**src/core/seq_pkg.sv**
```systemverilog
// package: register map, field layout, reset values and enums of the sequence control block
// assumes a single 125 MHz bus clock and a plain strobe register port
package seq_pkg;
    // ==========================================================
    // register map (word offsets on the plain port)
    localparam logic [3:0] ADDR_SEQUENCE_CONTROL = 4'h0;
    localparam logic [3:0] ADDR_CONV_STATUS      = 4'h1;
    localparam logic [3:0] ADDR_VALID_LO         = 4'h2;
    localparam logic [3:0] ADDR_VALID_HI         = 4'h3;
    localparam logic [3:0] ADDR_IRQ_STATUS       = 4'h4;
    localparam logic [3:0] ADDR_IRQ_MASK         = 4'h5;
    localparam logic [3:0] ADDR_RUN_CONTROL      = 4'h6;
    // ==========================================================
    // sequence_control fields
    localparam int LEN_MSB = 6;
    localparam int LEN_LSB = 3;
    localparam int QUEUE_BIT = 2;
    localparam int RESP_MSB = 1;
    localparam int RESP_LSB = 0;
    localparam logic [7:0] SEQ_CTRL_RESET = 8'h20;   // length 4
    localparam logic [7:0] SEQ_CTRL_WMASK = 8'h7f;   // bit 7 unused
    // run_control fields
    localparam int RUN_START_BIT = 0;
    localparam int RUN_SCAN_BIT  = 1;
    localparam int RUN_ABORT_BIT = 2;
    // irq bits
    localparam int IRQ_SEQ_DONE = 0;
    localparam int IRQ_CONV_DONE = 1;
    localparam int IRQ_OVERRUN = 2;
    localparam logic [2:0] IRQ_RESET = 3'h0;

    typedef enum logic [1:0] {
        BRK_CONTINUE = 2'b00,
        BRK_RESERVED = 2'b01,
        BRK_FINISH   = 2'b10,
        BRK_NOW      = 2'b11
    } freeze_mode_t;

    typedef enum logic [2:0] {
        ST_IDLE = 3'b001,
        ST_CONV = 3'b010,
        ST_HALT = 3'b100
    } seq_state_t;

    // result handed to the result register file
    typedef struct packed {
        logic       valid;
        logic [3:0] index;
    } result_slot_t;

    // decode length field: zero means sixteen
    function automatic logic [4:0] seq_length(input logic [3:0] f);
        seq_length = (f == 4'h0) ? 5'h10 : {1'b0, f};
    endfunction
endpackage

```
**src/core/seq_control.sv**
```systemverilog
// sequence length, result placement and freeze control of the converter
// assumes conversion done pulses come from converter logic on the same clock
//
// Operation
// (RL1) any write to sequence_control aborts the running sequence, starts nothing
// (RL2) length from bits 6:3, 1..15 binary, zero means 16
// (RL3) after reset length field is four
// (RL4) queue off: nth result into nth register, up to length
// (RL5) queue on: counter not reset at sequence start or end
// (RL6) queue on with scan: counter wraps after last register
// (RL7) conversion counter readable as four-bit status field
// (RL8) abort or control write clears counter even in queue mode
// (RL9) per-register complete flags show which registers hold data
// (RL10) bits 1:0 select breakpoint response
// (RL11) 00 continue, 01 reserved, 10 finish then halt, 11 halt now
// (RL12) software should use queue mode with scan or triggered conversion
// (RL13) bit 7 reads zero, writes ignored
//
// Design decisions made here: the register offsets and strobed register access.
`timescale 1ns/1ns
module seq_control
    import seq_pkg::*;
#(
    parameter int RESULTS = 16
) (
    // clock and reset
    input  wire logic         clock,
    input  wire logic         reset,
    // register port
    input  wire logic [3:0]   addr,
    input  wire logic [15:0]  wdata,
    input  wire logic         wr_en,
    input  wire logic         rd_en,
    output logic      [15:0]  rdata,
    // converter side
    input  wire logic         other_ctrl_write,
    input  wire logic         triggered_conversion,
    input  wire logic         conv_done,
    input  wire logic [15:0]  result_read,
    input  wire logic         freeze,
    output logic              conv_active,
    output result_slot_t      result_slot,
    // interrupt
    output logic              irq
);
    // the counter and flag vectors are four and sixteen bits wide; refuse anything else
    if (RESULTS != 16) begin : g_results_check
        $error("seq_control serves exactly 16 result registers");
    end

    typedef struct packed {
        seq_state_t  state;
        logic [6:0]  ctrl;
        logic        scan;
        logic [3:0]  counter;
        logic [4:0]  done_in_seq;
        logic [15:0] complete;
        logic [2:0]  irq_status;
        logic [2:0]  irq_mask;
        logic        active;
        result_slot_t slot;
        logic [15:0] rdata;
        logic        irq;
    } state_t;

    state_t q, d;

    // ==========================================================
    // decoded fields
    logic [4:0]    len;
    logic          queue;
    freeze_mode_t  brk_resp;
    logic          wr_seq, wr_run, abort_ev, start_ev;
    logic          halted_now;
    assign len    = seq_length(q.ctrl[LEN_MSB:LEN_LSB]);          // see (RL2)
    assign queue  = q.ctrl[QUEUE_BIT];
    assign brk_resp = freeze_mode_t'(q.ctrl[RESP_MSB:RESP_LSB]);  // see (RL10)
    // reserved response code behaves as continue
    assign halted_now = freeze && brk_resp == BRK_NOW;
    assign wr_seq = wr_en && addr == ADDR_SEQUENCE_CONTROL;
    assign wr_run = wr_en && addr == ADDR_RUN_CONTROL;
    // writes to sequence_control or another control register abort, as does the run abort bit; only the run register can start
    assign abort_ev = wr_seq || other_ctrl_write ||
                      (wr_run && wdata[RUN_ABORT_BIT]);            // see (RL1)
    assign start_ev = wr_run && wdata[RUN_START_BIT] && !wdata[RUN_ABORT_BIT];

    // ==========================================================
    // next state
    always_comb begin
        logic        halted;
        logic [15:0] set_c;
        logic [2:0]  ev;
        halted = 1'b0;
        set_c  = 16'h0;
        ev     = 3'h0;
        d      = q;
        d.slot.valid = 1'b0;
        // freeze: reserved code behaves as continue
        if (freeze && brk_resp == BRK_NOW) halted = 1'b1;          // see (RL11)
        case (q.state)
            ST_IDLE: begin
                if (triggered_conversion) begin
                    d.state       = ST_CONV;
                    d.done_in_seq = 5'h0;
                    if (!queue) d.counter = 4'h0;                  // see (RL5)
                end
            end
            ST_CONV: begin
                if (halted) begin
                    d.state = ST_HALT;
                end else if (conv_done) begin
                    d.slot.valid  = 1'b1;
                    d.slot.index  = q.counter;
                    set_c[q.counter] = 1'b1;                       // see (RL9)
                    if (q.complete[q.counter]) ev[IRQ_OVERRUN] = 1'b1;
                    ev[IRQ_CONV_DONE] = 1'b1;
                    d.counter     = q.counter + 4'h1;              // see (RL6)
                    d.done_in_seq = q.done_in_seq + 5'h1;
                    if (q.done_in_seq + 5'h1 == len) begin
                        ev[IRQ_SEQ_DONE] = 1'b1;
                        d.done_in_seq = 5'h0;
                        if (!queue) d.counter = 4'h0;              // see (RL4)
                        if (!q.scan) d.state = ST_IDLE;
                    end
                    if (freeze && brk_resp == BRK_FINISH) d.state = ST_HALT; // see (RL11)
                end
            end
            ST_HALT: begin
                if (!freeze) d.state = ST_CONV;
            end
            default: d.state = ST_IDLE;
        endcase
        // control writes win over sequence progress
        if (abort_ev || start_ev) begin
            d.counter     = 4'h0;                                  // see (RL8)
            d.done_in_seq = 5'h0;
            d.state       = start_ev ? ST_CONV : ST_IDLE;
            d.slot.valid  = 1'b0;
        end
        if (wr_seq) d.ctrl = wdata[6:0] & SEQ_CTRL_WMASK[6:0];     // see (RL13)
        if (wr_run) d.scan = wdata[RUN_SCAN_BIT];
        // reading a result clears its flag; a fresh set wins
        d.complete   = (q.complete & ~result_read) | set_c;
        if (start_ev) d.complete = 16'h0;
        d.irq_status = (wr_en && addr == ADDR_IRQ_STATUS) ?
                       (q.irq_status & ~wdata[2:0]) | ev : q.irq_status | ev;
        if (wr_en && addr == ADDR_IRQ_MASK) d.irq_mask = wdata[2:0];
        d.irq    = |(d.irq_status & d.irq_mask);
        d.active = d.state != ST_IDLE;
        d.rdata  = 16'h0;
        if (rd_en) begin
            case (addr)
                ADDR_SEQUENCE_CONTROL: d.rdata = {9'h0, q.ctrl};   // see (RL13)
                ADDR_CONV_STATUS:      d.rdata = {11'h0, q.active, q.counter}; // see (RL7)
                ADDR_VALID_LO:         d.rdata = {8'h0, q.complete[7:0]};
                ADDR_VALID_HI:         d.rdata = {8'h0, q.complete[15:8]};
                ADDR_IRQ_STATUS:       d.rdata = {13'h0, q.irq_status};
                ADDR_IRQ_MASK:         d.rdata = {13'h0, q.irq_mask};
                ADDR_RUN_CONTROL:      d.rdata = {14'h0, q.scan, 1'b0};
                default:               d.rdata = 16'h0;
            endcase
        end
    end

    // ==========================================================
    // state register
    always_ff @(posedge clock) begin
        if (reset) begin
            q            <= '0;
            q.state      <= ST_IDLE;
            q.ctrl       <= SEQ_CTRL_RESET[6:0];                   // see (RL3)
            q.irq_status <= IRQ_RESET;
        end else begin
            q <= d;
        end
    end

    assign rdata       = q.rdata;
    assign conv_active = q.active;
    assign result_slot = q.slot;
    assign irq         = q.irq;

    // ==========================================================
    // checks
    property p_write_aborts;
        @(posedge clock) disable iff (reset)
        wr_seq |=> q.state == ST_IDLE && q.counter == 4'h0;
    endproperty
    a_write_aborts: assert property (p_write_aborts) else $error("write did not abort"); // see (RL1)

    property p_reset_len;
        @(posedge clock) $fell(reset) |-> q.ctrl[LEN_MSB:LEN_LSB] == 4'h4;
    endproperty
    a_reset_len: assert property (p_reset_len) else $error("reset length not four"); // see (RL3)

    property p_len_zero;
        @(posedge clock) disable iff (reset)
        q.ctrl[LEN_MSB:LEN_LSB] == 4'h0 |-> len == 5'h10;
    endproperty
    a_len_zero: assert property (p_len_zero) else $error("zero length not sixteen"); // see (RL2)

    property p_slot_index;
        @(posedge clock) disable iff (reset)
        q.state == ST_CONV && conv_done && !abort_ev && !start_ev && !halted_now
        |=> result_slot.valid && result_slot.index == $past(q.counter);
    endproperty
    a_slot_index: assert property (p_slot_index) else $error("wrong result slot"); // see (RL4)

    property p_nonqueue_bound;
        @(posedge clock) disable iff (reset)
        !queue && q.state == ST_CONV |-> {1'b0, q.counter} < len;
    endproperty
    a_nonqueue_bound: assert property (p_nonqueue_bound) else $error("counter past length"); // see (RL4)

    property p_start_clears;
        @(posedge clock) disable iff (reset)
        start_ev |=> q.counter == 4'h0 && q.state == ST_CONV;
    endproperty
    a_start_clears: assert property (p_start_clears) else $error("start kept counter"); // see (RL8)

    property p_flag_set;
        @(posedge clock) disable iff (reset)
        result_slot.valid && !start_ev |-> q.complete[result_slot.index];
    endproperty
    a_flag_set: assert property (p_flag_set) else $error("complete flag missing"); // see (RL9)

    property p_freeze_now;
        @(posedge clock) disable iff (reset)
        q.state == ST_CONV && halted_now && !abort_ev && !start_ev |=> q.state == ST_HALT;
    endproperty
    a_freeze_now: assert property (p_freeze_now) else $error("no immediate halt"); // see (RL11)

    property p_bit7;
        @(posedge clock) disable iff (reset)
        rd_en && addr == ADDR_SEQUENCE_CONTROL |=> rdata[7] == 1'b0;
    endproperty
    a_bit7: assert property (p_bit7) else $error("bit 7 not zero"); // see (RL13)

    // status read returns the counter of the cycle in which the read was taken
    property p_stat_cnt;
        @(posedge clock) disable iff (reset)
        rd_en && addr == ADDR_CONV_STATUS |=> rdata[3:0] == $past(q.counter);
    endproperty
    a_stat_cnt: assert property (p_stat_cnt) else $error("bad status"); // see (RL7)

    // other control registers abort just like a write here
    property p_other_abort;
        @(posedge clock) disable iff (reset)
        other_ctrl_write && !start_ev |=> q.state == ST_IDLE && q.counter == 4'h0;
    endproperty
    a_other_abort: assert property (p_other_abort) else $error("no abort"); // see (RL8)

    // queue mode keeps the counter across a triggered restart
    property p_queue_keep;
        @(posedge clock) disable iff (reset)
        queue && q.state == ST_IDLE && triggered_conversion && !abort_ev && !start_ev
        |=> q.state == ST_CONV && q.counter == $past(q.counter);
    endproperty
    a_queue_keep: assert property (p_queue_keep) else $error("queue reset"); // see (RL5)

    // the last register is followed by the first
    property p_wrap;
        @(posedge clock) disable iff (reset)
        queue && q.state == ST_CONV && conv_done && q.counter == 4'hf &&
        !abort_ev && !start_ev && !halted_now |=> q.counter == 4'h0;
    endproperty
    a_wrap: assert property (p_wrap) else $error("no wrap"); // see (RL6)

    // a completed length raises the sequence done flag
    property p_seq_end;
        @(posedge clock) disable iff (reset)
        q.state == ST_CONV && conv_done && !abort_ev && !start_ev && !halted_now &&
        q.done_in_seq + 5'h1 == len |=> q.irq_status[IRQ_SEQ_DONE];
    endproperty
    a_seq_end: assert property (p_seq_end) else $error("no seq done"); // see (RL2)

    // finish-then-halt lets the running conversion land, then stops
    property p_finish;
        @(posedge clock) disable iff (reset)
        q.state == ST_CONV && conv_done && freeze && brk_resp == BRK_FINISH &&
        !abort_ev && !start_ev |=> q.state == ST_HALT && result_slot.valid;
    endproperty
    a_finish: assert property (p_finish) else $error("no finish halt"); // see (RL11)

    // while frozen no result is placed
    property p_halt_hold;
        @(posedge clock) disable iff (reset)
        q.state == ST_HALT && freeze && !abort_ev && !start_ev
        |=> q.state == ST_HALT && !result_slot.valid;
    endproperty
    a_halt_hold: assert property (p_halt_hold) else $error("left halt"); // see (RL11)

    // releasing the breakpoint resumes the sequence
    property p_resume;
        @(posedge clock) disable iff (reset)
        q.state == ST_HALT && !freeze && !abort_ev && !start_ev |=> q.state == ST_CONV;
    endproperty
    a_resume: assert property (p_resume) else $error("no resume"); // see (RL11)

    // a start throws away the valid marks of the previous run
    property p_start_flags;
        @(posedge clock) disable iff (reset)
        start_ev |=> q.complete == 16'h0;
    endproperty
    a_start_flags: assert property (p_start_flags) else $error("flags kept"); // see (RL9)

    // status bits stay until software writes a one to them
    property p_irq_sticky;
        @(posedge clock) disable iff (reset)
        q.irq_status[IRQ_SEQ_DONE] &&
        !(wr_en && addr == ADDR_IRQ_STATUS && wdata[IRQ_SEQ_DONE])
        |=> q.irq_status[IRQ_SEQ_DONE];
    endproperty
    a_irq_sticky: assert property (p_irq_sticky) else $error("flag lost");

    c_wrap: cover property (@(posedge clock) disable iff (reset)
        queue && q.counter == 4'hf && conv_done ##1 q.counter == 4'h0);
    c_halt: cover property (@(posedge clock) disable iff (reset) q.state == ST_HALT);
    c_seq_done: cover property (@(posedge clock) disable iff (reset) q.irq_status[IRQ_SEQ_DONE]);
    c_finish: cover property (@(posedge clock) disable iff (reset)
        q.state == ST_CONV && conv_done && freeze && brk_resp == BRK_FINISH);
    c_overrun: cover property (@(posedge clock) disable iff (reset) q.irq_status[IRQ_OVERRUN]);
endmodule

```
**config.mk**
```make
export PLATFORM = sky130hd
export DESIGN_NAME = seq_control
export DESIGN_NICKNAME = d
export VERILOG_FILES = /design/src/core/seq_pkg.sv /design/src/core/seq_control.sv
export SDC_FILE = /design/constraint.sdc
export NUM_CORES = 1
export LEC_CHECK = 0
export BUFFER_PORTS_ARGS = -buffer_cell sky130_fd_sc_hd__buf_4
export CAP_MARGIN = 15
export CORE_UTILIZATION = 25
export CTS_CLUSTER_SIZE = 20
export DETAILED_ROUTE_END_ITERATION = 8
export RECOVER_POWER = 50
export SYNTH_ARGS = -nofsm -noshare
export SYNTH_HDL_FRONTEND = slang
export SYNTH_SLANG_ARGS = --single-unit
```
**constraint.sdc**
```tcl
create_clock -name clock -period 2.7 [get_ports clock]
set_input_delay 0.27 -clock clock [delete_from_list [all_inputs] [get_ports clock]]
set_output_delay 0.27 -clock clock [all_outputs]
set_load 0.01 [all_outputs]
```
==> reports/metrics.yaml <==
status: "finished, final reports clean"
syn-mean-instance-area_um2: 8.734
p_sw_uw: 458.8
diodes: 0
numCtsBuffers: 9
internal_power_mw: 1.641
grt_usage_pct: 13.27
peakVddDrop_mv: 0.3169
routedWlPerCell_um: 15.01
vias: 2618
skew_ns: 0.009188
seq_power_share_pct: 40.8
dieArea_um2: 12780
synth_adder_area_share_pct: 2.029
cp_data_arrival_time_ns: 2.47
max_freq_mhz: 441.6
worstSetupPathType: "reg2reg"
post-route-period-util_pct: 83.88
synth_edf_count: 0
start_kind: "register"
power.leakage_nw: 1.341
clock_power_share_pct: 53.0
final_cell_mix: "dfxtp_1, nor2_1, buf_4"
period_needed_ns: 2.265
maxSlewViolCount: 0
p_per_area_nw_per_um2: 569.4
final_layout_size_suffix_gt1_share_pct: 15.90
synth_top_family_by_area: "simple AND/OR/NAND/NOR gates"
worstHoldPathType: "in2reg"
rows: 40
ant_nets: 0
worstSkewPairLatency_ns: 0.32
grt.overflow.total: 0
boundaryPins: 67
comb_power_share_pct: 6.2
synthFlopType: "dfxtp_1"
antenna_found_initial: 0
grt_pass1_vias: 2484
via_per_inst: 4.875
worstSetupEndpointType: "register"
placedCellCount: 521
die_w_um: 113.1
swShare_pct: 21.85
core-area_um2: 12010
cts_htree_levels: 3
routed_wl_um: 8063
synth_seq_area_share_pct: 37.01
netlist_area_um2: 3083
finalHoldViolCount: 0
hpwl_um: 6082
rsz0062_at_grt: "no"
drc: 0
drv_cap: 0
muxShareOfSynthArea_pct: 12.13
critPathRequiredTime_ns: 2.90
synth_xor_area_share_pct: 1.989
synthDistinctLibCells: 61
port_buffers: 49
drt_pass1_iterations: 4
dieHeight_um: 113.1
cts_hold_buf: 0
setup_ws_ns: 0.4354
synth_warnings: 0
grt_pass1_wl_um: 13030
post_cts_buffers: 0
synth_compound_area_share_pct: 13.07
rrSetupSlack_ns: 0.44
routabilityCongestion: 0.7793
cts.clk_slew.worst_paths_ns: 0.05
ys_ff_latch: 57
netlist_instances: 353
grt_max_degree: 27
finish.net_count: 434
synth-simple-area-share_pct: 25.69
cts.path.max_buffers: 2
async_reset_ff_share_pct: 0
start_util_pct: 25.67
mostFrequentLayoutCell: "dfxtp_1"
relSlewSlack_pct: 23.68
setup_viol: 0
n_fill_cell: 1282
cts_root_buf: "clkbuf_16"
cts.sinks: 57
place_ws_ns: 0.4584
ctsResizeCount: 0
tightestPinTransition_ns: 1.129
worstPathMaxFanout: 7
final-instance-count-excl-fill: 537
setup-tns-final_ns: 0
power.total_mw: 2.100
syn_to_final_growth_pct: 19.60
drtIter0Drc: 193
cts_tree: "yes"
==> critical path: stages, from the launching register on <==
cell,delay (ns)
dfxtp_1,0.53
mux4_1,0.61
mux4_2,0.47
a22o_1,0.25
a211o_1,0.28
==> through the flow <==
stage | hold slack (ns) | utilization (%) | area, um^2
3_5_place_dp | 0.4483 | 28.83 | 3463
3_3_place_gp | 0.4497 | 28.83 | 3463
4_1_cts | 0.1599 | 31.31 | 3761
5_1_grt | 0.1613 | 30.70 | 3687
2_1_floorplan | 0.3544 | - | 3109
6_report | 0.1621 | 30.70 | 3687
==> path summary, 6_finish.rpt <==
| check | from | to | cells after the start |
|---|---|---|---|
| max | q[50]$_SDFFE_PP0P_ | irq$_SDFF_PP0_ | 4 |
| min | wdata[5] | q[60]$_SDFFE_PP1P_ | 2 |
| max reg2reg | q[50]$_SDFFE_PP0P_ | irq$_SDFF_PP0_ | 4 |
| min reg2reg | result_slot[1]$_SDFFE_PP0P_ | result_slot[1]$_SDFFE_PP0P_ | 2 |
==> cell families after synthesis <==
group / count (synthesis)
and+or+nand+nor: 151
AOI/OAI and AO/OA: 64
DFF: 57
buffers and inverters: 42
muxes: 26
xor gates and xnor gates: 7
adders and majority gates: 5
other: 1
==> metal layers <==
layer / track usage, % / routed length (um)
met5: 0 / 0
met4: 8.246 / 252
met3: 1.928 / 525
met2: 20.94 / 3763
met1: 17.09 / 3523
==> flip-flops by register name (all words and copies together) (netlist names) <==
register	flops
q	40
rdata	8
result_slot	5
brk_resp	2
conv_active	1
irq	1
==> power groups by stage <==
| stage | registers [mW] | logic, mW | clock network [mW] |
|---|---|---|---|
| 6_report | 0.857 | 0.131 | 1.11 |
| 5_1_grt | 0.856 | 0.143 | 1.18 |
| 4_1_cts | 0.856 | 0.134 | 1.13 |
| 3_5_place_dp | 0.874 | 0.133 | 0 |
| 3_3_place_gp | 0.874 | 0.131 | 0 |
| 2_1_floorplan | 0.869 | 0.0805 | 0 |
==> cells in the mapped netlist (2+ instances only) <==
master    count  area, um^2
o21ai_0       5       25.02
or2_2         2       12.51
and3_1        3       18.77
clkbuf_1     15       56.30
a211o_1       2       17.52
mux4_1        3       78.83
inv_1         3       11.26
mux2i_1      16       160.2
a31oi_1       3       18.77
nand3_1       7       35.03
o21ai_1       4       20.02
nand4_1       3       18.77
nor2_1       50       187.7
buf_4        21       157.7
dfxtp_1      57        1141
mux4_2        5       112.6
ha_1          5       62.56
nand3b_1      9       67.56
nand2_1      22       82.58
a211oi_1      3       22.52
and2_1        6       37.54
a21oi_1      31       155.2
nor2b_1      21       131.4
nor3b_1       2       15.01
nor3_1        9       45.04
xor2_1        2       17.52
o211ai_1      2       15.01
xnor2_1       5       43.79
nand2b_1      5       31.28
==> final cells by class <==
class / count / area (um^2) / area share [%]
Sequential cell: 57 / 1141 / 30.95
Multi-Input combinational cell: 261 / 1723 / 46.73
Timing Repair Buffer: 53 / 330.3 / 8.958
Clock buffer: 11 / 242.7 / 6.583
Inverter: 3 / 11.26 / 0.3054
Clock inverter: 5 / 55.05 / 1.493
Tap cell: 147 / 183.9 / 4.988
Power figures use the tool's default switching activity.
